**config.mk**
```make
export PLATFORM = sky130hd
export DESIGN_NAME = phyx_ext_ctrl
export DESIGN_NICKNAME = d
export VERILOG_FILES = /design/src/phyx_pkg.sv /design/src/phyx_buf2.sv /design/src/phyx_enc45.sv /design/src/phyx_ext_ctrl.sv
export SDC_FILE = /design/constraint.sdc
export NUM_CORES = 1
export LEC_CHECK = 0
export BUFFER_PORTS_ARGS = -buffer_cell sky130_fd_sc_hd__buf_2
export CORE_MARGIN = 2
export CORE_UTILIZATION = 55
export CTS_CLUSTER_DIAMETER = 30
export DETAILED_ROUTE_END_ITERATION = 16
export GPL_ROUTABILITY_DRIVEN = 0
export MAX_ROUTING_LAYER = met4
export PLACE_DENSITY = 0.81
export SYNTH_ARGS = -nofsm -noshare
export SYNTH_HDL_FRONTEND = slang
export SYNTH_HIERARCHICAL = 1
export SYNTH_SLANG_ARGS = --single-unit
```
**constraint.sdc**
```tcl
create_clock -name clk_sys -period 3.55 [get_ports clk_sys]
set_input_delay 0.8875 -clock clk_sys [delete_from_list [all_inputs] [get_ports clk_sys]]
set_output_delay 0.8875 -clock clk_sys [all_outputs]
set_load 0.05 [all_outputs]
```
**src/phyx_pkg.sv**
```systemverilog
// Shared constants and types of the extended control block
package phyx_pkg;

	// ==========================================================
	// Register map
	// ==========================================================
	localparam logic [4:0] EXT_CTRL_ADDR = 5'h10; // Extended control register

	// Field positions inside the extended control word
	localparam int OVR_BIT = 15; // Override-write enable, self clearing
	localparam int ADDR_HI = 10; // Management address, top bit
	localparam int ADDR_LO = 6; // Management address, bottom bit
	localparam int TEST_BIT = 5; // Scrambler test mode
	localparam int NRZI_BIT = 3; // Line encoding select
	localparam int INV_BIT = 2; // Invalid-code transmit test
	localparam int CDIS_BIT = 0; // Stream cipher disable

	// ==========================================================
	// Reset values
	// ==========================================================
	localparam logic OVR_RST = 1'h0;
	localparam logic TEST_RST = 1'h0;
	localparam logic NRZI_RST = 1'h1;
	localparam logic INV_RST = 1'h0;
	localparam logic CDIS_RST = 1'h0;
	localparam logic [4:0] ADDR_RST = 5'h00; // Until the straps are caught
	localparam logic [15:0] RDATA_RST = 16'h0000;
	localparam logic [4:0] SYM_RST = 5'h00;

	// ==========================================================
	// Cipher constants
	// ==========================================================
	localparam logic [10:0] LFSR_SEED = 11'h7FF; // Any nonzero start
	localparam int LFSR_TAP_A = 10; // x^11 term
	localparam int LFSR_TAP_B = 8; // x^9 term
	localparam logic [4:0] LOCK_MATCHES = 5'h10; // Clean idle symbols for lock
	localparam logic [4:0] CNT_ONE = 5'h01;

	// ==========================================================
	// Buffer constants
	// ==========================================================
	localparam logic [1:0] BUF_DEPTH = 2'h2;
	localparam logic [1:0] BUF_ONE = 2'h1;

	// ==========================================================
	// Types
	// ==========================================================
	// One MII transmit nibble with its error flag
	typedef struct packed {
		logic err;
		logic [3:0] nib;
	} phyx_nib_t;

	// Strap capture sequencing
	typedef enum logic {
		STRAP_WAIT,
		STRAP_DONE
	} phyx_strap_t;

endpackage

```
**src/phyx_buf2.sv**
```systemverilog
// Two-entry valid/ready buffer for transmit nibbles
`timescale 1ns/1ps
module phyx_buf2 (
	input wire logic clk_sys,
	input wire logic reset,
	input wire logic in_valid,
	output logic in_ready,
	input phyx_pkg::phyx_nib_t in_data,
	output logic out_valid,
	input wire logic out_ready,
	output phyx_pkg::phyx_nib_t out_data
);

	// ==========================================================
	// Storage and pointers
	// ==========================================================
	phyx_pkg::phyx_nib_t mem_reg [2]; // Two slots
	logic wr_ptr_reg; // Next slot to fill
	logic rd_ptr_reg; // Oldest slot
	logic [1:0] cnt_reg; // Words held
	logic ready_reg; // Room for one more
	logic push; // Word taken in
	logic pop; // Word handed out
	logic [1:0] cnt_next;

	assign push = in_valid & ready_reg;
	assign pop = out_valid & out_ready;
	assign cnt_next = cnt_reg + (push ? phyx_pkg::BUF_ONE : 2'h0) - (pop ? phyx_pkg::BUF_ONE : 2'h0);
	assign in_ready = ready_reg;
	assign out_valid = (cnt_reg != 2'h0);
	assign out_data = mem_reg[rd_ptr_reg];

	// Ready is registered so the source sees a flop, full stalls it
	always_ff @(posedge clk_sys or posedge reset) begin
		if (reset) begin
			wr_ptr_reg <= 1'h0;
			rd_ptr_reg <= 1'h0;
			cnt_reg <= 2'h0;
			ready_reg <= 1'h1;
		end else begin
			wr_ptr_reg <= wr_ptr_reg ^ push;
			rd_ptr_reg <= rd_ptr_reg ^ pop;
			cnt_reg <= cnt_next;
			ready_reg <= (cnt_next != phyx_pkg::BUF_DEPTH);
		end
	end

	// Data slots need no reset, valid guards them
	always_ff @(posedge clk_sys) begin
		if (push) begin
			mem_reg[wr_ptr_reg] <= in_data;
		end
	end

endmodule // phyx_buf2

```
**src/phyx_enc45.sv**
```systemverilog
// Nibble to five-bit symbol translation, normal and invalid-code test
`timescale 1ns/1ps
module phyx_enc45 (
	input phyx_pkg::phyx_nib_t nib_in,
	input wire logic inv_mode,
	output logic [4:0] sym_out
);

	// ==========================================================
	// Standard data code groups
	// ==========================================================
	function automatic logic [4:0] std_code(input logic [3:0] n);
		logic [4:0] s;
		s = 5'h00;
		case (n)
			4'h0: s = 5'h1E;
			4'h1: s = 5'h09;
			4'h2: s = 5'h14;
			4'h3: s = 5'h15;
			4'h4: s = 5'h0A;
			4'h5: s = 5'h0B;
			4'h6: s = 5'h0E;
			4'h7: s = 5'h0F;
			4'h8: s = 5'h12;
			4'h9: s = 5'h13;
			4'hA: s = 5'h16;
			4'hB: s = 5'h17;
			4'hC: s = 5'h1A;
			4'hD: s = 5'h1B;
			4'hE: s = 5'h1C;
			default: s = 5'h1D;
		endcase
		return s;
	endfunction

	// ==========================================================
	// Test translation, raw bit patterns on the line
	// ==========================================================
	function automatic logic [4:0] test_code(input logic [3:0] n);
		logic [4:0] s;
		s = 5'h00;
		case (n)
			4'h8: s = 5'h00;
			4'h9: s = 5'h0D;
			4'hA: s = 5'h0C;
			4'hB: s = 5'h11;
			4'hC: s = 5'h10;
			4'hD: s = 5'h19;
			4'hE: s = 5'h18;
			4'hF: s = 5'h1F;
			default: s = {1'h0, n};
		endcase
		return s;
	endfunction

	logic test_sel; // Test table chosen
	logic [4:0] normal_sym; // Standard path symbol

	// Error without test mode sends the standard halt code
	assign normal_sym = nib_in.err ? 5'h04 : std_code(nib_in.nib);
	assign test_sel = inv_mode & nib_in.err;
	assign sym_out = test_sel ? test_code(nib_in.nib) : normal_sym;

endmodule // phyx_enc45

```
**src/phyx_ext_ctrl.sv**
```systemverilog
// Extended control register with its transmit and receive stream controls
//
// Overview of operation
// - Override-write enable clears after next management write
// - Reserved bits 14:11, 4, 1 read zero
// - Bits 10:6 hold strap-captured management address
// - Soft reset keeps the latched address
// - Scrambler test mode drops receive lock
// - Encoding bit picks NRZ or NRZI at 100 megabit; 10 megabit is always NRZ
// - Invalid-code bit clear keeps standard translation
// - Test nibbles 0-7 get leading zero; 8 zero
// - Test nibbles 9-F use fixed symbol table
// - Cipher disable bypasses scrambler and descrambler
// - Cipher works only at 100 megabit
`timescale 1ns/1ps
module phyx_ext_ctrl (
	input wire logic clk_sys,
	input wire logic reset,
	input wire logic soft_reset,
	input wire logic addr4_strap_pin,
	input wire logic addr3_strap_pin,
	input wire logic addr2_strap_pin,
	input wire logic addr1_strap_pin,
	input wire logic addr0_strap_pin,
	input wire logic mgmt_wr_en,
	input wire logic mgmt_rd_en,
	input wire logic [4:0] mgmt_reg_addr,
	input wire logic [15:0] mgmt_wdata,
	output logic [15:0] mgmt_rdata,
	output logic mgmt_rdata_valid,
	output logic override_protected_bit_unlock,
	output logic [4:0] phy_addr,
	input wire logic rate_100,
	input wire logic tx_valid,
	output logic tx_ready,
	input wire logic [3:0] tx_nib,
	input wire logic tx_er,
	output logic tx_sym_valid,
	input wire logic tx_sym_ready,
	output logic [4:0] tx_sym,
	input wire logic rx_sym_in_valid,
	input wire logic [4:0] rx_sym_in,
	output logic rx_sym_valid,
	output logic [4:0] rx_sym,
	output logic rx_locked
);

	// ==========================================================
	// Control register state
	// ==========================================================
	logic ovr_reg; // Override-write enable
	logic test_reg; // Scrambler test mode
	logic nrzi_reg; // 1 selects NRZI
	logic inv_reg; // Invalid-code test
	logic cdis_reg; // Cipher disable
	logic [4:0] addr_reg; // Captured management address
	phyx_pkg::phyx_strap_t strap_reg; // Strap capture progress
	logic [15:0] rdata_reg; // Read data holding
	logic rvalid_reg; // Read answer strobe

	// ==========================================================
	// Management decode
	// ==========================================================
	logic hit; // Access aims at this register
	logic wr_hit; // Write to this register
	logic rd_hit; // Read of this register
	logic [15:0] rd_word; // Assembled read value
	logic ovr_next;

	assign hit = (mgmt_reg_addr == phyx_pkg::EXT_CTRL_ADDR);
	assign wr_hit = mgmt_wr_en & hit;
	assign rd_hit = mgmt_rd_en & hit;

	// Any write consumes the unlock; only a write here with bit 15 set re-arms it
	assign ovr_next = mgmt_wr_en ? (wr_hit & mgmt_wdata[phyx_pkg::OVR_BIT]) : ovr_reg;

	// Reserved positions are constant zero, nothing stored there
	assign rd_word = {ovr_reg, 4'h0, addr_reg, test_reg, 1'h0, nrzi_reg, inv_reg, 1'h0,
		cdis_reg};

	// Outputs straight from flops
	assign mgmt_rdata = rdata_reg;
	assign mgmt_rdata_valid = rvalid_reg;
	assign override_protected_bit_unlock = ovr_reg;
	assign phy_addr = addr_reg;

	// Writable control bits; soft reset restores their defaults.
	// Reserved write data is dropped, the manager keeps it at default.
	always_ff @(posedge clk_sys or posedge reset) begin
		if (reset) begin
			ovr_reg <= phyx_pkg::OVR_RST;
			test_reg <= phyx_pkg::TEST_RST;
			nrzi_reg <= phyx_pkg::NRZI_RST;
			inv_reg <= phyx_pkg::INV_RST;
			cdis_reg <= phyx_pkg::CDIS_RST;
		end else if (soft_reset) begin
			ovr_reg <= phyx_pkg::OVR_RST;
			test_reg <= phyx_pkg::TEST_RST;
			nrzi_reg <= phyx_pkg::NRZI_RST;
			inv_reg <= phyx_pkg::INV_RST;
			cdis_reg <= phyx_pkg::CDIS_RST;
		end else begin
			ovr_reg <= ovr_next;
			// Held until rewritten, no self clearing here
			if (wr_hit) begin
				test_reg <= mgmt_wdata[phyx_pkg::TEST_BIT];
				nrzi_reg <= mgmt_wdata[phyx_pkg::NRZI_BIT];
				inv_reg <= mgmt_wdata[phyx_pkg::INV_BIT];
				cdis_reg <= mgmt_wdata[phyx_pkg::CDIS_BIT];
			end
		end
	end

	// Strap capture on the first edge after hardware reset release.
	// The pins are not loaded under reset itself, and soft reset
	// leaves this process alone so the address survives it.
	always_ff @(posedge clk_sys or posedge reset) begin
		if (reset) begin
			strap_reg <= phyx_pkg::STRAP_WAIT;
			addr_reg <= phyx_pkg::ADDR_RST;
		end else begin
			unique case (strap_reg)
				phyx_pkg::STRAP_WAIT: begin
					addr_reg <= {addr4_strap_pin, addr3_strap_pin, addr2_strap_pin,
						addr1_strap_pin, addr0_strap_pin};
					strap_reg <= phyx_pkg::STRAP_DONE;
				end
				phyx_pkg::STRAP_DONE: begin
					addr_reg <= addr_reg;
				end
			endcase
		end
	end

	// Read answer one cycle after the request
	always_ff @(posedge clk_sys or posedge reset) begin
		if (reset) begin
			rdata_reg <= phyx_pkg::RDATA_RST;
			rvalid_reg <= 1'h0;
		end else begin
			rvalid_reg <= rd_hit;
			if (rd_hit) begin
				rdata_reg <= rd_word;
			end
		end
	end

	// ==========================================================
	// Cipher helpers
	// ==========================================================
	// Scramble five bits, MSB first; returns {new state, data}
	function automatic logic [15:0] scramble(input logic [10:0] st, input logic [4:0] d);
		logic [10:0] l;
		logic [4:0] o;
		logic k;
		l = st;
		o = 5'h00;
		k = 1'h0;
		for (int i = 4; i >= 0; i--) begin
			k = l[phyx_pkg::LFSR_TAP_A] ^ l[phyx_pkg::LFSR_TAP_B];
			o[i] = d[i] ^ k;
			l = {l[9:0], k};
		end
		return {l, o};
	endfunction

	// Descramble five bits; also reports if the keystream disagreed
	// with an idle pattern, and trains the state while unlocked.
	function automatic logic [16:0] descramble(input logic [10:0] st, input logic [4:0] d,
		input logic train);
		logic [10:0] l;
		logic [4:0] o;
		logic k;
		logic miss;
		l = st;
		o = 5'h00;
		k = 1'h0;
		miss = 1'h0;
		for (int i = 4; i >= 0; i--) begin
			k = l[phyx_pkg::LFSR_TAP_A] ^ l[phyx_pkg::LFSR_TAP_B];
			// Idle is all ones, so the key is the inverted line bit
			miss = miss | (k != ~d[i]);
			o[i] = d[i] ^ k;
			l = {l[9:0], train ? ~d[i] : k};
		end
		return {miss, l, o};
	endfunction

	// NRZI: a one toggles the line level; returns {last level, bits}
	function automatic logic [5:0] nrzi_code(input logic lvl_in, input logic [4:0] d);
		logic lvl;
		logic [4:0] o;
		lvl = lvl_in;
		o = 5'h00;
		for (int i = 4; i >= 0; i--) begin
			lvl = lvl ^ d[i];
			o[i] = lvl;
		end
		return {lvl, o};
	endfunction

	// ==========================================================
	// Transmit path
	// ==========================================================
	phyx_pkg::phyx_nib_t nib_in; // Incoming MII nibble
	phyx_pkg::phyx_nib_t nib_buf; // Nibble at buffer head
	logic buf_valid; // Buffer holds a nibble
	logic take; // Output slot accepts one
	logic [4:0] enc_sym; // Coded symbol
	logic cipher_on; // Cipher in use
	logic line_nrzi; // NRZI applies
	logic [15:0] scr_res; // Scrambler result
	logic [4:0] scr_sym; // Symbol after cipher stage
	logic [5:0] nrzi_res; // NRZI result
	logic [4:0] line_sym; // Symbol as driven
	logic [10:0] tx_lfsr_reg; // Transmit keystream state
	logic tx_lvl_reg; // Last line level
	logic [4:0] tx_sym_reg; // Output symbol
	logic tx_sv_reg; // Output symbol valid

	assign nib_in = '{err: tx_er, nib: tx_nib};

	// Stall absorbs a receiver pause without losing a nibble
	phyx_buf2 u_buf (
		.clk_sys(clk_sys),
		.reset(reset),
		.in_valid(tx_valid),
		.in_ready(tx_ready),
		.in_data(nib_in),
		.out_valid(buf_valid),
		.out_ready(take),
		.out_data(nib_buf)
	);

	// Test translation only when both the bit and the error line agree
	phyx_enc45 u_enc (
		.nib_in(nib_buf),
		.inv_mode(inv_reg),
		.sym_out(enc_sym)
	);

	assign take = ~tx_sv_reg | tx_sym_ready;
	assign cipher_on = rate_100 & ~cdis_reg;
	assign line_nrzi = rate_100 & nrzi_reg;
	assign scr_res = scramble(tx_lfsr_reg, enc_sym);
	assign scr_sym = cipher_on ? scr_res[4:0] : enc_sym;
	assign nrzi_res = nrzi_code(tx_lvl_reg, scr_sym);
	assign line_sym = line_nrzi ? nrzi_res[4:0] : scr_sym;
	assign tx_sym = tx_sym_reg;
	assign tx_sym_valid = tx_sv_reg;

	// Output slot; keystream advances only with a sent symbol
	always_ff @(posedge clk_sys or posedge reset) begin
		if (reset) begin
			tx_lfsr_reg <= phyx_pkg::LFSR_SEED;
			tx_lvl_reg <= 1'h0;
			tx_sym_reg <= phyx_pkg::SYM_RST;
			tx_sv_reg <= 1'h0;
		end else if (take) begin
			tx_sv_reg <= buf_valid;
			if (buf_valid) begin
				tx_sym_reg <= line_sym;
				tx_lfsr_reg <= cipher_on ? scr_res[15:5] : tx_lfsr_reg;
				tx_lvl_reg <= line_nrzi ? nrzi_res[5] : tx_lvl_reg;
			end
		end
	end

	// ==========================================================
	// Receive path
	// ==========================================================
	logic [10:0] rx_lfsr_reg; // Receive keystream state
	logic [4:0] match_reg; // Clean idle count
	logic lock_reg; // Descrambler locked
	logic [4:0] rx_sym_reg; // Output symbol
	logic rx_sv_reg; // Output valid
	logic [16:0] dsc_res; // Descrambler result
	logic rx_cipher_on; // Receive cipher in use
	logic force_unlock; // Lock must drop

	assign rx_cipher_on = rate_100 & ~cdis_reg;
	// Test mode holds the descrambler out of lock so it must resync
	assign force_unlock = test_reg | ~rx_cipher_on;
	assign dsc_res = descramble(rx_lfsr_reg, rx_sym_in, ~lock_reg);
	assign rx_sym = rx_sym_reg;
	assign rx_sym_valid = rx_sv_reg;
	assign rx_locked = lock_reg;

	// Lock after a run of consistent idles, unscrambled when bypassed
	always_ff @(posedge clk_sys or posedge reset) begin
		if (reset) begin
			rx_lfsr_reg <= phyx_pkg::LFSR_SEED;
			match_reg <= 5'h00;
			lock_reg <= 1'h0;
			rx_sym_reg <= phyx_pkg::SYM_RST;
			rx_sv_reg <= 1'h0;
		end else begin
			rx_sv_reg <= rx_sym_in_valid;
			if (force_unlock) begin
				lock_reg <= 1'h0;
				match_reg <= 5'h00;
			end else if (rx_sym_in_valid & ~lock_reg) begin
				match_reg <= dsc_res[16] ? 5'h00 : match_reg + phyx_pkg::CNT_ONE;
				lock_reg <= ~dsc_res[16] & (match_reg + phyx_pkg::CNT_ONE == phyx_pkg::LOCK_MATCHES);
			end
			if (rx_sym_in_valid) begin
				rx_lfsr_reg <= dsc_res[15:5];
				// Unlocked or bypassed: pass raw symbols through
				rx_sym_reg <= (lock_reg & ~force_unlock) ? dsc_res[4:0] : rx_sym_in;
			end
		end
	end

endmodule // phyx_ext_ctrl

```
# ---- Yosys cells after proc, flatten, opt, wreduce, memory -nomap -nowiden
# Memories as Yosys holds them, arrays and structs flattened.
# Cells that the tools add are included.
dict set report totals {
  regBits 68
  ramBits 10
  romBits 80
  out_inout_bits 37
  wordCells 136
  memories 2
}
dict set report op_classes {
  add_sub_neg 3
  eq_ne 16
  mux 31
  bitwise 55
  reduce_logical 7
}
# name depth width rd rd_clocked_by_memory_dff wr line
set mem_list {}
lappend mem_list {{(no name shown)} 16 5 1 0 0 phyx_enc45.sv:15} ;# case (n)
lappend mem_list {u_buf.mem_reg 2 5 1 0 1 phyx_buf2.sv:17} ;# phyx_pkg::phyx_nib_t mem_reg [2];
# cell n
set op_table {}
lappend op_table {{$mux W5} 9}
lappend op_table {{$pmux W5 S8} 1}
lappend op_table {{$eq A4 B4 Y1 const B} 8}
lappend op_table {{$xor A1 B1 Y1} 27}
lappend op_table {{$mux W1} 21}
lappend op_table {{$and A1 B1 Y1} 11}
lappend op_table {{$not A1 Y1} 11}
lappend op_table {{$eq A5 B5 Y1 const B} 2}
lappend op_table {{$reduce_bool A2 Y1} 4}
lappend op_table {{$or A1 B1 Y1} 6}
lappend op_table {{$reduce_and A3 Y1} 2}
lappend op_table {{$add A5 B1 Y5 const B} 1}
lappend op_table {{$ne A1 B1 Y1} 5}
lappend op_table {{$add A2 B2 Y2} 1}
lappend op_table {{$ne A2 B2 Y1 const B} 1}
lappend op_table {{$reduce_and A2 Y1} 1}
lappend op_table {{$sub A2 B2 Y2} 1}

# ---- Depth between registers and ports, before layout
# Gate-level depths: netlist (run 1).
# An unclocked memory read counts as a cell.
dict set report logic_depth {
  depth_word 12
  ltp_mapped 12
}

# ---- Cells and area by module
# The synthesis (run 1) kept the hierarchy.
# mod instances cells_each area_each_um2
set by_module_without_submodules {}
lappend by_module_without_submodules {phyx_ext_ctrl 1 279 3084.2}
lappend by_module_without_submodules {phyx_buf2 1 43 633.1}
lappend by_module_without_submodules {phyx_enc45 1 33 206.4}

# ---- Least setup slack after synthesis (run 1)
# OpenSTA, ideal clock, no wires.
dict set report synth_path {
  kind {reg-to-reg}
  from {register u_buf.rd_ptr_reg}
  to {register tx_lvl_reg}
  arrival_ps 2769
  required_ps 3481
  setup_slack_ps 712
  path_stages_with_launch 12
  path_buffers 2
  synth_period_minus_slack_ps 2838
  path_cell_list {dfrtp_1 -> clkbuf_1 -> mux2_2 -> buf_2 -> nand4_1 -> a21oi_1 -> a211o_1 -> or3_4 -> a211o_1 -> and4_4 -> or3_1 -> nand3_1}
}
# item line
set synth_lines {}
lappend synth_lines {{start: declaration} phyx_buf2.sv:19} ;# logic rd_ptr_reg;
lappend synth_lines {{start signal: assignment} phyx_buf2.sv:42} ;# rd_ptr_reg <= rd_ptr_reg ^ pop;
lappend synth_lines {{end signal: assignment} phyx_ext_ctrl.sv:264} ;# tx_lvl_reg <= line_nrzi ? nrzi_res[5] : tx_lvl_reg;
lappend synth_lines {{end: declaration} phyx_ext_ctrl.sv:217} ;# logic tx_lvl_reg;

==> impl_metrics.tcl, run 1 <==
set metrics [dict create \
    run_status "completed" \
    detail_route.vias_per_cell 5.30 \
    grt_pass1_wl_um 12300 \
    route.vias.total 2759 \
    timing.critical_path.fanout_max 11 \
    internal-power_mw 1.86 \
    startpoint_type "register" \
    critPathRequiredTime_ps 3830 \
    vias_in_the_first_global_route 2706 \
    synth.yosys.warnings 6 \
    use_met2_pct 33.8 \
    clock_tree.root_cell "clkbuf_8" \
    count_of_flip_flops_with_a_built_in_enable_after_synthesis 10 \
    cts-resized-gates 0 \
    reg2regPathDepth 9 \
    slew_headroom_pct 53.2 \
    synth_largest_area_cell "dfrtp_1" \
    use_met1_pct 26.8 \
    synthArstFlopShare_pct 87.2 \
    synth.most_common_cell "dfrtp_1" \
    r2r_setup_slack_ps 650 \
    clock_tree_from_tritoncts "done" \
    grt.total_usage_pct 20.8 \
    final_antenna_net_count 0 \
    cts_hold_repair.buffers 0 \
    switching_share_pct 38.7 \
    vdd_drop_max_uv 327 \
    antenna_cells_inserted 0 \
    synth.yosys.seq_area_share_pct 51.8 \
    detailed_placer_s_ending_hpwl_um 5450 \
    areaGrowthSynthToFinish_pct 14.5 \
    p_seq_share_pct 38.0 \
    period_minus_slack_ps 2900 \
    post-route-period-util_pct 81.8 \
    grt_most_used_layer "met2" \
    boundaryPins 82 \
    max_cap_viol_count 0 \
    fp.dieH_um 88.5 \
    count_of_routing_violations_after_the_opening_detailed_route_iteration 136 \
    average_wire_length_per_cell_after_detail_routing_um 14.0 \
    synth.top_cells.by_count "dfrtp_1, nand2_1, mux2_2" \
    clock-sinks 78 \
    die_width_um 88.5 \
    crit_path_cell_trace "mux2_2 -> nand4_1 -> a21oi_1 -> a211o_1 -> or3_4 -> a211o_1 -> and4_4 -> or3_1 -> nand3_1" \
    worst_path_most_repeated_cell "a211o_1" \
    critical_path.reg2reg.startpoint "u_buf/rd_ptr_reg" \
    io_buffers 64 \
    synth_area_um2 3920 \
    grt_met3_use_pct 4.48 \
    cellLeakagePower_nw 1.97 \
    tightestPinTransition_ps 701 \
    syn-instance-count 355 \
    max-clock-path-buffers 2 \
    total_iterations_of_the_first_detailed_routing_run 4 \
    worstSkewPairLatency_ps 340 \
    power_density_nw_per_um2 677 \
    globalRoute.totalOverflow 0 \
    clock.fmax_ghz 0.345 \
    fp.dieArea_um2 7830 \
    hp-class "in2async" \
    slowest_delay_ps 490 \
    synth.avg_cell_area_um2 11.1 \
    synthTopCellsByArea "dfrtp_1, dfstp_2, mux2_2" \
    clock_skew_ps 13.8 \
    cp_top_delay_family "simple AND/OR/NAND/NOR gates" \
    synth-main-ff-cell "dfrtp_1" \
    grt_start_max_net_pins 27 \
    route.final.wire_length_um 7300 \
    fp-row-count 30 \
    setup-tns-final_ps 0 \
    grt_setup_unrepaired "no" \
    p_comb_share_pct 40.3 \
    cts_setup_buffers 0 \
    pwr-share-clk_pct 21.7 \
    synthDominantCellAreaShare_pct 28.1 \
    tritoncts.num_buffers 9 \
    clk_pin_slew_worst_paths_ps 90 \
    drc 0 \
    htree_levels 3 \
    worstSetupPathType "reg2reg" \
    worst_r2r_endpoint "tx_lvl_reg" \
    final_total_power_mw 3.04 \
    worstPathArrival_ps 3180 \
    ffs_latches_synth 78 \
    power_switching_mw 1.18 \
    layout.nets 469 \
    crit_slowest_cell "dfrtp_1" \
    unique_cell_type_count_in_the_yosys_netlist 52 \
    number_of_antenna_violations_at_the_first_check_in_global_routing 0 \
    drive_gt1_share_pct 35.8 \
    end_kind "register" \
    start_util_pct 57.4 \
    cp.buffers_inverters 0 \
    coreArea_um2 6830 \
    report.final.setup_viol 0 \
    final_hold_viol_count 0 \
    timing_max_transition_violations_final 0 \
]
[cells by family (layout without fill, tap and decap cells)]
logic type | count (synthesis) | count (layout) | share of synthesized area, %
fa+ha+maj | 4 | 4 | 1.28
flops | 78 | 78 | 51.8
buf+inv | 27 | 92 | 3.63
compound gates | 62 | 62 | 9.60
xor+xnor | 35 | 35 | 8.20
mux | 39 | 39 | 11.2
simple gates | 108 | 108 | 14.2
other cells | 2 | 7 | 0.191
[worst max-delay path by stage]
stage	start	to	slack [ps]	cells after the start
finish	u_buf/rd_ptr_reg	tx_lvl_reg	650	9
global route	u_buf/rd_ptr_reg	tx_lvl_reg	480	10
CTS	u_buf/rd_ptr_reg	tx_lvl_reg	660	9
detailed placement	u_buf/rd_ptr_reg	tx_lvl_reg	690	9
global placement	u_buf/rd_ptr_reg	tx_sym[0]	740	9
floorplan	u_buf/rd_ptr_reg	tx_lvl_reg	710	11
[metal layers]
layer	vias up	share of wire [%]
met3	8	3.2
met2	51	51
met1	1335	45
li1	1365	-
met4	0	0.81
met5	-	0
[area by class of cell]
type | count | area (µm²)
inverters | 9 | 33.8
repair buffers | 67 | 343
fillers | 560 | 2340
clock inverters | 7 | 71.3
clock buffers | 9 | 124
well taps | 96 | 120
multi-input cells | 255 | 1770
flip-flops and latches | 78 | 2030
[placed cells by master, fill, tap and decap left out, types with 4 or more instances in the layout]
cell type   n
nand2b_1    8
conb_1      7
o21ai_0    22
xor2_1     20
a21oi_1    17
buf_2      64
nor2_1     12
nor3_1      6
dfrtp_1    44
dfstp_2    24
mux2_2     38
clkbuf_8    9
and3_1      4
xnor2_1    14
nand3_1    12
edfxtp_1   10
ha_1        4
nand2_1    41
inv_1       8
[power by group through the flow]
stage	combinational, mW	clock (mW)	sequential (mW)
finish	1.22	0.660	1.15
global route	1.34	0.713	1.17
CTS	1.23	0.676	1.16
detailed placement	1.23	0	1.17
global placement	1.18	0	1.16
floorplan	0.807	0	1.37
[per-stage QoR]
stage	worst slack, ps	std cells	utilization [%]	hold slack, ps	cell area, µm²
floorplan	712	360	-	459	3940
global placement	741	505	62.9	458	4300
detailed placement	688	505	62.9	469	4300
CTS	660	521	65.8	434	4490
global route	477	521	65.8	436	4490
finish	647	521	65.8	439	4490
Power figures use the tool's default switching activity.
==> run 2: changes to the inputs <==
clock period = 2.9 ns   (was 3.55 ns; I/O delays follow)
==> run 2 against run 1 <==
- critical path depth down 1
- clock skew down 4.5 ps
- sequential share of layout area decreased by 0.25 points
- global-route usage increased by 0.33 points
- maximum frequency rose by 2.6%
- count of clock-buffer cells in the layout grew 1
- highest routed layer unchanged
- sequential power rose by 23%
- routed wire length increased by 1.5%
- setup slack worse by 580 ps
==> impl_metrics.tcl, run 2 (synthesis gave the netlist of run 1 again) <==
set metrics [dict create \
    reg2regPathDepth 8 \
    end_kind "register" \
    p_seq_share_pct 37.7 \
    coreArea_um2 6830 \
    multiInputGateArea_um2 1780 \
    power_density_nw_per_um2 829 \
    clock.fmax_ghz 0.353 \
    boundaryPins 82 \
    place_inst 507 \
    cts-resized-gates 0 \
    globalRoute.totalOverflow 0 \
    clk_pin_slew_worst_paths_ps 90 \
    switching_share_pct 38.5 \
    power_switching_mw 1.44 \
    drc 0 \
    route.vias.total 2806 \
    final_hold_viol_count 0 \
    cts_hold_repair.buffers 0 \
    start_util_pct 57.4 \
    clock-sinks 78 \
    max-clock-path-buffers 2 \
    area.sequential_um2 2030 \
    final_cell_mix "buf_2, dfrtp_1, nand2_1" \
    die_width_um 88.5 \
    vdd_drop_max_uv 345 \
    vias_in_the_first_global_route 2747 \
    number_of_antenna_violations_at_the_first_check_in_global_routing 0 \
    internal-power_mw 2.30 \
    fp-row-count 30 \
    cp.buffers_inverters 0 \
    cellLeakagePower_nw 1.99 \
    r2r_setup_slack_ps 70 \
    worst_path_most_repeated_cell "a211o_1" \
    period_minus_slack_ps 2830 \
    setup-tns-final_ps 0 \
    areaGrowthSynthToFinish_pct 15.2 \
    count_of_routing_violations_after_the_opening_detailed_route_iteration 153 \
    critPathRequiredTime_ps 3180 \
    detailed_placer_s_ending_hpwl_um 5510 \
    worstSetupPathType "reg2reg" \
    fillers 557 \
    worst_r2r_endpoint "tx_lvl_reg" \
    timing_max_transition_violations_final 0 \
    tritoncts.num_buffers 9 \
    crit_slowest_cell "dfrtp_2" \
    clock_tree.root_cell "clkbuf_8" \
    pwr-share-clk_pct 21.8 \
    worstPathArrival_ps 3110 \
    crit_path_cell_trace "mux2_2 -> o2bb2ai_1 -> a211o_1 -> or3_4 -> a211o_1 -> and4_4 -> or3_1 -> nand3_1" \
    run_status "completed" \
    layout.cells.most_common "buf_2" \
    grt_setup_unrepaired "no" \
    clock_tree_from_tritoncts "done" \
    total_iterations_of_the_first_detailed_routing_run 5 \
    clock_skew_ps 9.35 \
    slew_headroom_pct 53.3 \
    cp_top_delay_family "simple AND/OR/NAND/NOR gates" \
    cts_setup_buffers 0 \
    p_comb_share_pct 40.4 \
    io_buffers 64 \
    post_route_core_utilization_pct 66.2 \
    critical_path.reg2reg.startpoint "u_buf/rd_ptr_reg" \
    grt.total_usage_pct 21.2 \
    report.final.setup_viol 0 \
    final_total_power_mw 3.75 \
    post-route-period-util_pct 97.5 \
    drive_gt1_share_pct 36.5 \
    grt_pass1_wl_um 12400 \
    tightestPinTransition_ps 698 \
    layout.nets 471 \
    timing.critical_path.fanout_max 11 \
    route.final.wire_length_um 7410 \
    grt_start_max_net_pins 28 \
    startpoint_type "register" \
    hp-class "in2async" \
    htree_levels 3 \
    stdcell_count 523 \
    worstSkewPairLatency_ps 340 \
    antenna_cells_inserted 0 \
    max_cap_viol_count 0 \
    detail_route.vias_per_cell 5.37 \
    slowest_delay_ps 460 \
    fp.dieH_um 88.5 \
    final_antenna_net_count 0 \
    fp.dieArea_um2 7830 \
    average_wire_length_per_cell_after_detail_routing_um 14.2 \
]
==> run 2: cell types whose count changed in the layout (fill, tap and decap cells not counted) <==
cell,before,now
xnor2_1,14,13
clkinv_4,0,2
clkbuf_1,0,1
clkinv_1,1,0
xnor2_2,0,1
inv_6,2,1
clkinv_2,1,0
buf_4,3,5
dfrtp_1,44,43
dfrtp_2,0,1
==> run 2: power by group through the flow <==
stage	combinational, mW	clock [mW]	sequential (mW)
after global routing	1.66	0.885	1.44
after floorplan	0.988	0	1.67
after detailed placement	1.49	0	1.44
after CTS	1.50	0.840	1.41
after global placement	1.45	0	1.42
final	1.52	0.819	1.41
==> run 2: worst max-delay path by stage <==
stage                                start          to  slack (ps)  depth (start not counted)
after floorplan           u_buf/rd_ptr_reg  tx_lvl_reg          60                         11
after global placement    u_buf/rd_ptr_reg   tx_sym[0]         100                          9
after detailed placement  u_buf/rd_ptr_reg  tx_lvl_reg          20                          8
after CTS                 u_buf/rd_ptr_reg   tx_sym[1]           8                          9
after global routing      u_buf/rd_ptr_reg  tx_lvl_reg        0.04                          9
final                     u_buf/rd_ptr_reg  tx_lvl_reg          70                          8
==> run 2: layout make-up <==
cell class	count	area share (%)
Sequential cell	78	45.0
Multi-Input combinational cell	255	39.3
Timing Repair Buffer	69	7.92
Clock buffer	10	2.82
Tap cell	96	2.66
Clock inverter	6	1.58
Inverter	9	0.748
==> run 2: through the flow <==
stage	hold slack, ps	setup slack, ps	area, µm²
CTS	271	7.70	4510
detailed placement	470	23.2	4310
global placement	456	104	4310
floorplan	459	62.1	3940
global route	282	0.0442	4520
finish	280	71.1	4520
==> run 2: worst reg2reg max path, cell delays in order, from the launching register on <==
cell	delay, ps
dfrtp_2	460
mux2_2	460
o2bb2ai_1	160
a211o_1	330
or3_4	400
a211o_1	310
and4_4	200
or3_1	360
nand3_1	80
==> run 2: layer usage <==
layer	global-route usage, %	part of all wire [%]	vias to the layer above
met5	-	0	-
met4	8.26	1.2	0
met3	3.54	3.7	9
met2	35.5	53	66
met1	25.6	42	1362
li1	-	-	1369
==> run 3: changes to the inputs <==
CORE_UTILIZATION = 59   (was 55)
PLACE_DENSITY = 0.95   (was 0.81)
clock period = 3.3 ns   (was 2.9 ns; I/O delays follow)
==> run 3 against run 2 <==
- critical path depth unchanged
- sequential cell count is the same
- setup slack gained 330 ps
- sequential power fell by 12%
- non-clock buffer count down 3
- count of clock-buffer cells in the layout is 1 lower
- largest power group unchanged
- die area is 6.5% lower
- clock power up 5.3%
- combinational power is 13% lower
- total power is 8.4% lower
- final cell count decreased by 4.2%
==> impl_metrics.tcl, run 3 (synthesis gave the netlist of run 1 again) <==
set metrics [dict create \
    fp.dieArea_um2 7320 \
    p_comb_share_pct 38.7 \
    critPathRequiredTime_ps 3580 \
    worst_hold_slack_ps 381 \
    fp-row-count 29 \
    end_kind "register" \
    cp.buffers_inverters 0 \
    cts-resized-gates 0 \
    number_of_antenna_violations_at_the_first_check_in_global_routing 0 \
    slowest_delay_ps 490 \
    clock_tree_from_tritoncts "done" \
    power_switching_mw 1.28 \
    timing.critical_path.fanout_max 11 \
    boundaryPins 82 \
    cellLeakagePower_nw 1.99 \
    startpoint_type "register" \
    clock_tree.root_cell "clkbuf_8" \
    post-route-period-util_pct 87.9 \
    internal-power_mw 2.16 \
    power_density_nw_per_um2 761 \
    detail_route.vias_per_cell 5.70 \
    grt.total_usage_pct 23.6 \
    grt_setup_unrepaired "no" \
    grt_pass1_wl_um 13100 \
    switching_share_pct 37.2 \
    antenna_cells_inserted 0 \
    worstPathArrival_ps 3180 \
    report.final.setup_viol 0 \
    average_wire_length_per_cell_after_detail_routing_um 15.7 \
    drc 0 \
    setup-tns-final_ps 0 \
    layout.nets 468 \
    max_cap_viol_count 0 \
    cp_top_delay_family "simple AND/OR/NAND/NOR gates" \
    timing_max_transition_violations_final 0 \
    crit_path_cell_trace "mux2_2 -> o2bb2ai_1 -> a211o_1 -> or3_4 -> a211o_1 -> and4_4 -> or3_1 -> nand3_1" \
    reg2regPathDepth 8 \
    route.vias.total 2857 \
    layout.cells.most_common "buf_2" \
    final_area_um2 4510 \
    run_status "completed" \
    worst_r2r_endpoint "tx_lvl_reg" \
    detailed_placer_s_ending_hpwl_um 5590 \
    grt_start_max_net_pins 28 \
    clk_pin_slew_worst_paths_ps 90 \
    final_antenna_net_count 0 \
    max-clock-path-buffers 2 \
    worstSetupPathType "reg2reg" \
    globalRoute.totalOverflow 0 \
    tightestPinTransition_ps 715 \
    clock.fmax_ghz 0.345 \
    total_iterations_of_the_first_detailed_routing_run 4 \
    cts_hold_repair.buffers 0 \
    fp.dieH_um 85.6 \
    io_buffers 64 \
    clock_skew_ps 8.87 \
    die_width_um 85.6 \
    start_util_pct 61.4 \
    vdd_drop_max_uv 522 \
    r2r_setup_slack_ps 400 \
    vias_in_the_first_global_route 2935 \
    hp-class "in2async" \
    worstSkewPairLatency_ps 350 \
    clock-sinks 78 \
    slew_headroom_pct 52.2 \
    final_hold_viol_count 0 \
    count_of_routing_violations_after_the_opening_detailed_route_iteration 144 \
    pwr-share-clk_pct 25.1 \
    crit_slowest_cell "dfrtp_1" \
    place_area_um2 4270 \
    critical_path.reg2reg.startpoint "u_buf/rd_ptr_reg" \
    route.final.wire_length_um 7860 \
    coreArea_um2 6390 \
    drive_gt1_share_pct 35.8 \
    p_seq_share_pct 36.2 \
    final_cell_mix "buf_2, dfrtp_1, nand2_1" \
    areaGrowthSynthToFinish_pct 14.9 \
    tritoncts.num_buffers 9 \
    htree_levels 3 \
    post_route_core_utilization_pct 70.6 \
    period_minus_slack_ps 2900 \
    final_total_power_mw 3.43 \
    cts_setup_buffers 0 \
    worst_path_most_repeated_cell "a211o_1" \
]
-- run 3: how the worst max path moves through the flow --
stage	from	endpoint	slack (ps)	cells after the start
detailed placement	u_buf/rd_ptr_reg	tx_sym[1]	480	9
floorplan	u_buf/rd_ptr_reg	tx_lvl_reg	460	11
CTS	u_buf/rd_ptr_reg	tx_lvl_reg	420	9
global placement	u_buf/rd_ptr_reg	tx_lvl_reg	520	9
finish	u_buf/rd_ptr_reg	tx_lvl_reg	400	8
global route	u_buf/rd_ptr_reg	tx_sym[0]	280	9
-- run 3: stage by stage --
stage                     cells  worst slack [ps]
after detailed placement    485               481
after floorplan             360               462
final                       501               401
after global routing        501               284
after global placement      485               521
after CTS                   501               420
-- run 3: power groups by stage --
| stage | Sequential, mW | Clock (mW) | Combinational [mW] |
|---|---|---|---|
| 3_5_place_dp | 1.26 | 0 | 1.31 |
| 6_report | 1.24 | 0.862 | 1.33 |
| 3_3_place_gp | 1.25 | 0 | 1.25 |
| 5_1_grt | 1.26 | 0.924 | 1.44 |
| 4_1_cts | 1.24 | 0.881 | 1.32 |
| 2_1_floorplan | 1.47 | 0 | 0.868 |
-- run 3: metal layers --
layer	wire (µm)	track usage (%)
met1	3140	25.9
met2	4170	41.1
met3	375	5.20
met4	175	10.2
met5	0	-
-- run 3: worst register-to-register path: stages (launching register included) --
cell and delay, ps:
dfrtp_1 490, mux2_2 470, o2bb2ai_1 170, a211o_1 330, or3_4 400, a211o_1 330, and4_4 200, or3_1 360
nand3_1 70
-- run 3: cell type report --
class | count | area (µm²)
clock inverter | 7 | 120
timing repair buffer | 66 | 335
tap | 77 | 96.3
sequential | 78 | 2030
multi-input combinational | 255 | 1770
inverter | 9 | 33.8
clock buffer | 9 | 124
fill | 462 | 1880
